$ cat src/ppo_pkg.sv
// Purpose: shared constants for the process PID output stage
// Assumes: percentages are signed 16-bit values in steps of 0.1 %
// Notes: AHB-Lite register map, reset values, timing and state codes
package ppo_pkg;

	// ------------------------------------------------------------
	// timing
	// ------------------------------------------------------------
	localparam int CLOCK_MHZ = 100;
	localparam int SAMPLE_PERIOD_US = 1000; // filter and hold timers step once per 1 ms
	localparam int SAMPLE_CYCLES = SAMPLE_PERIOD_US * CLOCK_MHZ;
	localparam int TC_UNIT_US = 10000; // filter constant counts 0.01 s
	localparam int HOLD_UNIT_US = 100000; // hold time counts 0.1 s
	localparam int TC_TICKS_PER_UNIT = TC_UNIT_US / SAMPLE_PERIOD_US;
	localparam int HOLD_TICKS_PER_UNIT = HOLD_UNIT_US / SAMPLE_PERIOD_US;
	localparam int PCT_SCALE = 1000; // 100.0 % in 0.1 % steps
	localparam int FRAC_BITS = 16; // fraction bits of the filter accumulator

	// ------------------------------------------------------------
	// register byte offsets
	// ------------------------------------------------------------
	localparam logic [7:0] OFS_CONTROL = 8'h00;
	localparam logic [7:0] OFS_POS_LIMIT = 8'h04;
	localparam logic [7:0] OFS_NEG_LIMIT = 8'h08;
	localparam logic [7:0] OFS_FILTER_TC = 8'h0C;
	localparam logic [7:0] OFS_REWIND_GAIN = 8'h10;
	localparam logic [7:0] OFS_UNWIND_GAIN = 8'h14;
	localparam logic [7:0] OFS_FLOOR = 8'h18;
	localparam logic [7:0] OFS_HOLD_TIME = 8'h1C;
	localparam logic [7:0] OFS_STATUS = 8'h20;
	localparam logic [7:0] OFS_FINAL_CMD = 8'h24;

	// ------------------------------------------------------------
	// control fields and reset values
	// ------------------------------------------------------------
	localparam int CTL_MERGE_BIT = 0; // 0 proportional, 1 fixed
	localparam int CTL_WIND_BIT = 1; // 0 rewind, 1 unwind
	localparam int CTL_HOLD_BIT = 2; // hold command level
	localparam logic [2:0] RST_CONTROL = 3'h0;
	localparam logic signed [15:0] RST_POS_LIMIT = 16'sh03E8; // 100.0 %
	localparam logic signed [15:0] RST_NEG_LIMIT = 16'shFC18; // -100.0 %
	localparam logic [15:0] RST_FILTER_TC = 16'h0064; // 1.00 s
	localparam logic signed [15:0] RST_GAIN = 16'sh0000;
	localparam logic signed [15:0] RST_FLOOR = 16'sh0064; // 10.0 %
	localparam logic [15:0] RST_HOLD_TIME = 16'h0032; // 5.0 s

	// hold sequence states
	typedef enum logic [1:0] {
		ST_RUN = 2'b00,
		ST_HOLD_PID = 2'b01,
		ST_COAST = 2'b10
	} ppo_state_t;

endpackage

$ cat src/ppo_div_if.sv
// Purpose: request and answer bundle of the serial divider
// Assumes: one clock shared by both ends
// Notes: start is a one-cycle pulse, done a one-cycle pulse
`timescale 1ns/100ps
interface ppo_div_if;
	logic start;
	logic [31:0] dividend;
	logic [16:0] divisor;
	logic busy;
	logic done;
	logic [31:0] quotient;

	modport requester (output start, output dividend, output divisor,
		input busy, input done, input quotient);
	modport server (input start, input dividend, input divisor,
		output busy, output done, output quotient);
endinterface

$ cat src/ppo_divider.sv
// Purpose: unsigned restoring divider, one quotient bit per cycle
// Assumes: divisor is never zero
// Notes: answer comes 33 enabled cycles after start
`timescale 1ns/100ps
module ppo_divider
(
	input wire logic clock,
	input wire logic reset,
	input wire logic clockEnable,
	ppo_div_if.server divBus
);

	logic [17:0] remReg;
	logic [31:0] quoReg;
	logic [31:0] quoNext;
	logic [16:0] dvsReg;
	logic [5:0] cntReg;
	logic busyReg;
	logic doneReg;
	logic [17:0] remShift;
	logic remFits;
	logic [17:0] remNext;

	// one restoring step
	assign remShift = {remReg[16:0], quoReg[31]};
	assign remFits = remShift >= {1'b0, dvsReg};
	assign remNext = remFits ? remShift - {1'b0, dvsReg} : remShift;
	assign quoNext = {quoReg[30:0], remFits};

	// iteration control
	always_ff @(posedge clock)
	begin
		if (reset)
		begin
			remReg <= 18'h00000;
			quoReg <= 32'h00000000;
			dvsReg <= 17'h00000;
			cntReg <= 6'h00;
			busyReg <= 1'b0;
			doneReg <= 1'b0;
		end
		else if (clockEnable)
		begin
			doneReg <= busyReg && cntReg == 6'h1F;
			if (divBus.start && !busyReg)
			begin
				remReg <= 18'h00000;
				quoReg <= divBus.dividend;
				dvsReg <= divBus.divisor;
				cntReg <= 6'h00;
				busyReg <= 1'b1;
			end
			else if (busyReg)
			begin
				remReg <= remNext;
				quoReg <= quoNext;
				cntReg <= cntReg + 6'h01;
				busyReg <= cntReg != 6'h1F;
			end
		end
	end

	assign divBus.busy = busyReg;
	assign divBus.done = doneReg;
	assign divBus.quotient = quoReg;

endmodule // ppo_divider

$ cat src/ppo_output_stage.sv
// Purpose: limit, filter, scale and merge the process PID output
// Assumes: pidRaw and lineSpeedCmd come from logic on this clock
// Notes: registers on AHB-Lite, zero wait states, always OKAY
// Notes on behaviour
// [RQ1] clamp PID output so it never exceeds the positive limit; a negative limit set above it wins instead
// [RQ2] clamp PID output so it never falls below the negative limit
// [RQ3] first-order low-pass on PID output, time constant in 0.01 s
// [RQ4] scale by rewind gain or unwind gain by wind direction
// [RQ5] gain is percent of max line speed; negative gain inverts correction
// [RQ6] final command never goes below zero, so no reverse drive
// [RQ7] fixed mode: final command is line speed plus PID output
// [RQ8] proportional mode above floor: add PID times line speed over 100
// [RQ9] proportional mode below floor: add PID times floor over 100
// [RQ10] hold command drives the speed reference toward zero
// [RQ11] after hold, PID runs for hold time, then motor coasts
// [RQ12] during hold, zero PID output stops the motor at once
// [RQ13] line speed equal to floor uses the above-floor formula
//
// The AHB-Lite interface to the registers and the register offsets were decided locally.
`timescale 1ns/100ps
module ppo_output_stage
#(
	parameter int SAMPLE_CYCLES = ppo_pkg::SAMPLE_CYCLES
)
(
	input wire logic clock,
	input wire logic reset,
	input wire logic clockEnable,
	input wire logic hsel,
	input wire logic [31:0] haddr,
	input wire logic [1:0] htrans,
	input wire logic hwrite,
	input wire logic [2:0] hsize,
	input wire logic [31:0] hwdata,
	input wire logic hready,
	output logic [31:0] hrdata,
	output logic hreadyout,
	output logic hresp,
	input wire logic signed [15:0] pidRaw,
	input wire logic signed [15:0] lineSpeedCmd,
	output logic signed [15:0] finalSpeedCmd,
	output logic holdActive,
	output logic motorCoast
);

	// ------------------------------------------------------------
	// bus slave
	// ------------------------------------------------------------
	logic [2:0] controlReg;
	logic signed [15:0] posLimitReg, negLimitReg, rewindGainReg, unwindGainReg, floorReg;
	logic [15:0] filterTcReg, holdTimeReg;
	logic wrPendReg;
	logic [7:0] wrAddrReg;
	logic [31:0] hrdataReg;
	logic hreadyoutReg;
	logic signed [15:0] finalReg;
	logic holdActiveReg, coastReg;
	ppo_pkg::ppo_state_t stateReg, stateNext;
	logic signed [31:0] filtAccReg;
	logic signed [15:0] filtPid;
	logic addrPhase;
	logic [31:0] readValue;

	// word offset of a bus address
	function automatic logic [7:0] wordOffset(input logic [31:0] addr);
		wordOffset = {addr[7:2], 2'b00};
	endfunction

	assign addrPhase = hsel && htrans[1] && hready;

	// read mux, unmapped offsets read zero
	always_comb
	begin
		unique case (wordOffset(haddr))
			ppo_pkg::OFS_CONTROL: readValue = {29'h00000000, controlReg};
			ppo_pkg::OFS_POS_LIMIT: readValue = {{16{posLimitReg[15]}}, posLimitReg};
			ppo_pkg::OFS_NEG_LIMIT: readValue = {{16{negLimitReg[15]}}, negLimitReg};
			ppo_pkg::OFS_FILTER_TC: readValue = {16'h0000, filterTcReg};
			ppo_pkg::OFS_REWIND_GAIN: readValue = {{16{rewindGainReg[15]}}, rewindGainReg};
			ppo_pkg::OFS_UNWIND_GAIN: readValue = {{16{unwindGainReg[15]}}, unwindGainReg};
			ppo_pkg::OFS_FLOOR: readValue = {{16{floorReg[15]}}, floorReg};
			ppo_pkg::OFS_HOLD_TIME: readValue = {16'h0000, holdTimeReg};
			ppo_pkg::OFS_STATUS: readValue = {16'h0000, filtPid};
			ppo_pkg::OFS_FINAL_CMD: readValue = {{16{finalReg[15]}}, finalReg};
			default: readValue = 32'h00000000;
		endcase
	end

	// address phase capture and read data
	always_ff @(posedge clock)
	begin
		if (reset)
		begin
			wrPendReg <= 1'b0;
			wrAddrReg <= 8'h00;
			hrdataReg <= 32'h00000000;
			hreadyoutReg <= 1'b0;
		end
		else if (clockEnable)
		begin
			hreadyoutReg <= 1'b1;
			wrPendReg <= addrPhase && hwrite;
			wrAddrReg <= wordOffset(haddr);
			if (addrPhase && !hwrite)
				hrdataReg <= readValue;
		end
	end

	// register writes at the end of the data phase
	always_ff @(posedge clock)
	begin
		if (reset)
		begin
			controlReg <= ppo_pkg::RST_CONTROL;
			posLimitReg <= ppo_pkg::RST_POS_LIMIT;
			negLimitReg <= ppo_pkg::RST_NEG_LIMIT;
			filterTcReg <= ppo_pkg::RST_FILTER_TC;
			rewindGainReg <= ppo_pkg::RST_GAIN;
			unwindGainReg <= ppo_pkg::RST_GAIN;
			floorReg <= ppo_pkg::RST_FLOOR;
			holdTimeReg <= ppo_pkg::RST_HOLD_TIME;
		end
		else if (clockEnable && wrPendReg)
		begin
			unique case (wrAddrReg)
				ppo_pkg::OFS_CONTROL: controlReg <= hwdata[2:0];
				ppo_pkg::OFS_POS_LIMIT: posLimitReg <= hwdata[15:0];
				ppo_pkg::OFS_NEG_LIMIT: negLimitReg <= hwdata[15:0];
				ppo_pkg::OFS_FILTER_TC: filterTcReg <= hwdata[15:0];
				ppo_pkg::OFS_REWIND_GAIN: rewindGainReg <= hwdata[15:0];
				ppo_pkg::OFS_UNWIND_GAIN: unwindGainReg <= hwdata[15:0];
				ppo_pkg::OFS_FLOOR: floorReg <= hwdata[15:0];
				ppo_pkg::OFS_HOLD_TIME: holdTimeReg <= hwdata[15:0];
				default: ;
			endcase
		end
	end

	// ------------------------------------------------------------
	// limiter and low-pass filter
	// ------------------------------------------------------------
	logic signed [15:0] upClamp, clampedPid;
	logic [16:0] sampleCntReg;
	logic sampleTick;
	logic signed [31:0] targetAcc, diffAcc;
	logic diffNegReg, startReg;
	logic [31:0] diffMagReg;
	logic [16:0] tcTicks;
	logic signed [31:0] stepAcc;
	ppo_div_if divBus();

	// positive limit first, negative limit has the last word
	assign upClamp = (pidRaw > posLimitReg) ? posLimitReg : pidRaw; // see RQ1
	assign clampedPid = (upClamp < negLimitReg) ? negLimitReg : upClamp; // see RQ2

	assign sampleTick = sampleCntReg == 17'(SAMPLE_CYCLES - 1);
	assign targetAcc = 32'(clampedPid) <<< ppo_pkg::FRAC_BITS;
	assign diffAcc = targetAcc - filtAccReg;
	assign tcTicks = 17'(filterTcReg * ppo_pkg::TC_TICKS_PER_UNIT + 1); // see RQ3
	assign stepAcc = diffNegReg ? -$signed(divBus.quotient) : $signed(divBus.quotient);
	assign filtPid = filtAccReg[ppo_pkg::FRAC_BITS +: 16];
	assign divBus.start = startReg;
	assign divBus.dividend = diffMagReg;
	assign divBus.divisor = tcTicks;

	// sample timer and filter step: y += (x - y) / (tau / Ts + 1)
	always_ff @(posedge clock)
	begin
		if (reset)
		begin
			sampleCntReg <= 17'h00000;
			startReg <= 1'b0;
			diffNegReg <= 1'b0;
			diffMagReg <= 32'h00000000;
			filtAccReg <= 32'sh00000000;
		end
		else if (clockEnable)
		begin
			sampleCntReg <= sampleTick ? 17'h00000 : sampleCntReg + 17'h00001;
			startReg <= sampleTick && !divBus.busy;
			if (sampleTick)
			begin
				diffNegReg <= diffAcc < 0;
				diffMagReg <= (diffAcc < 0) ? 32'(-diffAcc) : 32'(diffAcc);
			end
			if (divBus.done)
				filtAccReg <= filtAccReg + stepAcc; // see RQ3
		end
	end

	ppo_divider i_ppo_divider
	(
		.clock(clock),
		.reset(reset),
		.clockEnable(clockEnable),
		.divBus(divBus)
	);

	// ------------------------------------------------------------
	// gain, merge and hold sequence
	// ------------------------------------------------------------
	logic signed [15:0] selGain, scaledPid, lineEff, factor, addPid;
	logic signed [31:0] gainProd, mergeProd;
	logic signed [17:0] sumCmd;
	logic [16:0] holdCntReg;
	logic [16:0] holdLimit;
	logic holdCmd, holdExpired;
	logic signed [15:0] finalNext;

	assign selGain = controlReg[ppo_pkg::CTL_WIND_BIT] ? unwindGainReg : rewindGainReg; // see RQ4
	assign gainProd = filtPid * selGain; // see RQ5
	assign scaledPid = 16'(gainProd / ppo_pkg::PCT_SCALE); // see RQ5
	assign lineEff = (stateReg == ppo_pkg::ST_RUN) ? lineSpeedCmd : 16'sh0000; // see RQ10
	assign factor = (lineEff >= floorReg) ? lineEff : floorReg; // see RQ8 see RQ9 see RQ13
	assign mergeProd = scaledPid * factor;
	assign addPid = controlReg[ppo_pkg::CTL_MERGE_BIT] ? scaledPid
		: 16'(mergeProd / ppo_pkg::PCT_SCALE); // see RQ7 see RQ8
	assign sumCmd = 18'(lineEff) + 18'(addPid);
	assign finalNext = (stateReg == ppo_pkg::ST_COAST || sumCmd < 0) ? 16'sh0000
		: (sumCmd > 18'sh07FFF) ? 16'sh7FFF : 16'(sumCmd); // see RQ6

	assign holdCmd = controlReg[ppo_pkg::CTL_HOLD_BIT];
	assign holdLimit = 17'(holdTimeReg * ppo_pkg::HOLD_TICKS_PER_UNIT);
	assign holdExpired = holdCntReg >= holdLimit;

	// hold sequence next state
	always_comb
	begin
		stateNext = stateReg;
		unique case (stateReg)
			ppo_pkg::ST_RUN:
				if (holdCmd)
					stateNext = ppo_pkg::ST_HOLD_PID; // see RQ10
			ppo_pkg::ST_HOLD_PID:
				if (!holdCmd)
					stateNext = ppo_pkg::ST_RUN;
				else if (filtPid == 16'sh0000 || holdExpired)
					stateNext = ppo_pkg::ST_COAST; // see RQ11 see RQ12
			ppo_pkg::ST_COAST:
				if (!holdCmd)
					stateNext = ppo_pkg::ST_RUN;
			default: stateNext = ppo_pkg::ST_RUN;
		endcase
	end

	// state, hold timer and outputs
	always_ff @(posedge clock)
	begin
		if (reset)
		begin
			stateReg <= ppo_pkg::ST_RUN;
			holdCntReg <= 17'h00000;
			finalReg <= 16'sh0000;
			holdActiveReg <= 1'b0;
			coastReg <= 1'b0;
		end
		else if (clockEnable)
		begin
			stateReg <= stateNext;
			if (stateReg != ppo_pkg::ST_HOLD_PID)
				holdCntReg <= 17'h00000;
			else if (sampleTick && !holdExpired)
				holdCntReg <= holdCntReg + 17'h00001; // see RQ11
			finalReg <= finalNext;
			holdActiveReg <= stateNext != ppo_pkg::ST_RUN;
			coastReg <= stateNext == ppo_pkg::ST_COAST;
		end
	end

	assign hrdata = hrdataReg;
	assign hreadyout = hreadyoutReg;
	assign hresp = 1'b0;
	assign finalSpeedCmd = finalReg;
	assign holdActive = holdActiveReg;
	assign motorCoast = coastReg;
endmodule // ppo_output_stage

$ cat config.mk
export PLATFORM = sky130hd
export DESIGN_NAME = ppo_output_stage
export DESIGN_NICKNAME = d
export VERILOG_FILES = /design/src/ppo_pkg.sv /design/src/ppo_div_if.sv /design/src/ppo_divider.sv /design/src/ppo_output_stage.sv
export SDC_FILE = /design/constraint.sdc
export NUM_CORES = 2
export LEC_CHECK = 0
export BUFFER_PORTS_ARGS = -buffer_cell sky130_fd_sc_hd__buf_2
export CAP_MARGIN = 15
export CELL_PAD_IN_SITES_DETAIL_PLACEMENT = 1
export CELL_PAD_IN_SITES_GLOBAL_PLACEMENT = 2
export CORE_UTILIZATION = 40
export DETAILED_ROUTE_END_ITERATION = 7
export MAX_ROUTING_LAYER = met4
export PLACE_DENSITY_LB_ADDON = 0.1
export SYNTH_ARGS = -nofsm -noshare
export SYNTH_HDL_FRONTEND = slang
export SYNTH_SLANG_ARGS = --single-unit
$ cat constraint.sdc
create_clock -name clock -period 60.7 [get_ports clock]
set_input_delay 18.21 -clock clock [delete_from_list [all_inputs] [get_ports clock]]
set_output_delay 18.21 -clock clock [all_outputs]
set_load 0.005 [all_outputs]
==> impl_metrics.ini <==
[placement]
place.gp.congestion = 0.9115
pre_cts_ws_ns = 2.110
port_buffers = 111
dp_hpwl_um = 154600

[floorplanning]
die_y_um = 383.9
core_area_um2 = 144200
die-area_um2 = 147400
ios = 159
initial_core_util = 0.4047
rows = 139
die_width_um = 383.9

[timing]
max_freq_mhz = 17.65
setup_viol = 0
worst_slack_ns = 4.053
maxSlewViolCount = 0
relSlewSlack = 0.2032
whs_ns = 0.4522
fin_crit_ns = 56.65
tns_ns = 0
period_share = 0.9332
finClkSkew_ns = 0.01681
finalHoldViolCount = 0
tightest_slew_ns = 1.195

[yosys]
ys.flop_type = dfxtp_1
synth_edf_count = 0
yosysUniqueCellTypes = 200
ys_seq_area_frac = 0.1146
avgSynthCellArea_um2 = 7.970
synth_area_um2 = 58350
syn_inst = 7321
synth_nets = 8337
yosys_warnings = 0
synth_seq_cells = 334
postSynth.asyncResetShare = 0

[grt]
grt_max_degree = 140
grt_usage = 0.2641
overflow = 0
grt_pass1_wl_um = 304300
antenna_found_initial = 14
grt_pass1_vias = 53638

[route]
vias = 51873
drt-initial-drc-count = 2860
wl_um = 189700
vias_per_cell = 5.591
dr.pass1.iters = 7
ant_nets = 0
drc = 0
wl_per_cell_um = 20.44

[cells_and_area]
drive_gt1_frac = 0.1182
layout_commonest_cell = inv_1
utilization = 0.4332
fill_cells = 17666
final_cell_mix = inv_1, nor2_1, nand2_1, fa_1, a21oi_1
fin_nets = 8355
syn_to_final_growth_pct = 7.046

[clock_tree]
clk-insertion-delay-late_ns = 0.57
cts_sinks = 334
cts_tree = built
clkSlewWorstSetupHoldPaths_ns = 0.06
cts_buffers = 42
h-tree-depth = 2
cts_root_buf = clkbuf_16
clock_path_buffers = 3

[setup_path]
rr_worst_depth = 200
critPathCapture = finalSpeedCmd[13]$_SDFFE_PP0P_
cp-start-kind = flop
cp.depth = 200
end_kind = flop
cp.required_ns = 61.19
cp_data_arrival_time_ns = 57.14
cpMostUsedCell = a21oi_1
slowest_delay_ns = 0.71
cp_max_fo = 20
critPathTopFamily = compound AO/OA/AOI/OAI gates
reg2reg_slack_ns = 4.05
r2r_end = finalSpeedCmd[13]$_SDFFE_PP0P_
cp-startpoint = controlReg[1]$_SDFFE_PP0P_
crit_buf_inv = 17
criticalPathCategory = reg -> reg
crit_slowest_cell = or4b_1
reg2reg_from = controlReg[1]$_SDFFE_PP0P_

[run]
drv_cap = 0

[outcome]
outcome = finished clean

[worst_hold_path]
hold_path_class = reg -> reg
-- cell usage after synthesis, drive strengths merged (22+ instances only) --
master	n	share of area
nor2	861	0.056
or3	47	0.0056
nand2b	84	0.0094
and2	127	0.014
nand2	765	0.050
a211o	30	0.0047
ha	372	0.080
dfxtp	334	0.11
fa	537	0.18
xnor2	365	0.057
and3	63	0.0072
o31ai	38	0.0059
nand4	56	0.0061
o211ai	39	0.0059
inv	887	0.057
xor2	150	0.023
a31oi	61	0.0089
a311oi	22	0.0044
clkbuf	198	0.015
o21bai	81	0.011
nor2b	62	0.0066
a22oi	64	0.0086
nor3	124	0.012
mux2	51	0.010
nor4	43	0.0051
a21oi	547	0.050
or2	61	0.0068
o21ai	262	0.024
buf	92	0.013
nand3	127	0.012
mux2i	150	0.027
a211oi	66	0.0095
a21o	74	0.0099
o21a	42	0.0059
-- worst reg2reg max path, delay by kind of cell, from the launching register on --
family,cells,cell delay [ns]
multiplexers,13,4.94
adder cells (fa/ha/maj),18,7.85
buffers and inverters,17,2.41
flip-flops,1,0.31
XOR/XNOR,10,3.24
AO/OA/AOI/OAI,95,25.30
AND/OR/NAND/NOR,47,12.51
-- kinds of logic after synthesis --
family | after synthesis | synth area share
and+or+nand+nor | 2525 | 0.2067
AOI/OAI and AO/OA | 1623 | 0.2037
buffers and inverters | 1187 | 0.08719
adders and majority gates | 929 | 0.2676
xor gates and xnor gates | 515 | 0.08058
DFF | 334 | 0.1146
muxes | 207 | 0.03956
other | 1 | 0.00006427
-- layer usage --
| layer | GRT usage | wire length (um) | vias to the layer above |
|---|---|---|---|
| met4 | 0.04604 | 3302 | 0 |
| met3 | 0.02498 | 7853 | 154 |
| met5 | - | 0 | - |
| met2 | 0.4112 | 85280 | 829 |
| met1 | 0.3738 | 93210 | 26109 |
| li1 | - | - | 24781 |
-- state kept, by name, summed over array words and instances, names as in the netlist, 17 cells and up --
register and cells:
filtAccReg 32, hrdata 17, diffMagReg 32, sampleCntReg 17, i_ppo_divider.divBus.quotient 32, i_ppo_divider.dvsReg 17, i_ppo_divider.remReg 17, holdCntReg 17
-- stage by stage --
| stage | instance area [um^2] | cells |
|---|---|---|
| after floorplan | 58350 | 7321 |
| after global placement | 60730 | 9181 |
| after detailed placement | 60730 | 9181 |
| after CTS | 62100 | 9256 |
| after global routing | 62460 | 9276 |
| final | 62460 | 9278 |
-- how the worst min path moves through the flow --
stage,startpoint,endpoint,slack [ns],depth (start not counted)
2_1_floorplan,holdTimeReg[15]$_SDFFE_PP0P_,holdTimeReg[15]$_SDFFE_PP0P_,0.43,2
3_3_place_gp,hreadyout$_SDFFE_PP0P_,hreadyout$_SDFFE_PP0P_,0.44,2
3_5_place_dp,i_ppo_divider.dvsReg[10]$_SDFFE_PP0P_,i_ppo_divider.dvsReg[10]$_SDFFE_PP0P_,0.45,2
4_1_cts,i_ppo_divider.dvsReg[10]$_SDFFE_PP0P_,i_ppo_divider.dvsReg[10]$_SDFFE_PP0P_,0.46,2
5_1_grt,i_ppo_divider.dvsReg[4]$_SDFFE_PP0P_,i_ppo_divider.dvsReg[4]$_SDFFE_PP0P_,0.47,2
6_report,i_ppo_divider.dvsReg[15]$_SDFFE_PP0P_,i_ppo_divider.dvsReg[15]$_SDFFE_PP0P_,0.45,2
-- area by class of cell --
cell class	count	area, um^2	area share
antenna	5	12.51	0.0002003
clock buffer	63	1231	0.01971
clock inverter	12	138.9	0.002224
inverter	890	3342	0.05350
multi-input combinational	5800	46850	0.7500
sequential	334	6686	0.1070
tap	1903	2381	0.03812
timing repair buffer	271	1821	0.02915
-- what timing repair did --
action / CTS / global route
setup buffers: 0 / 11
endpoints found under the setup margin: 0 / 15
hold buffers: 0 / 0
resized for setup: 0 / 30
Power is left out: the tool's default activity adds up to more than one toggle a clock period on the data nets, which glitch-free logic cannot reach.
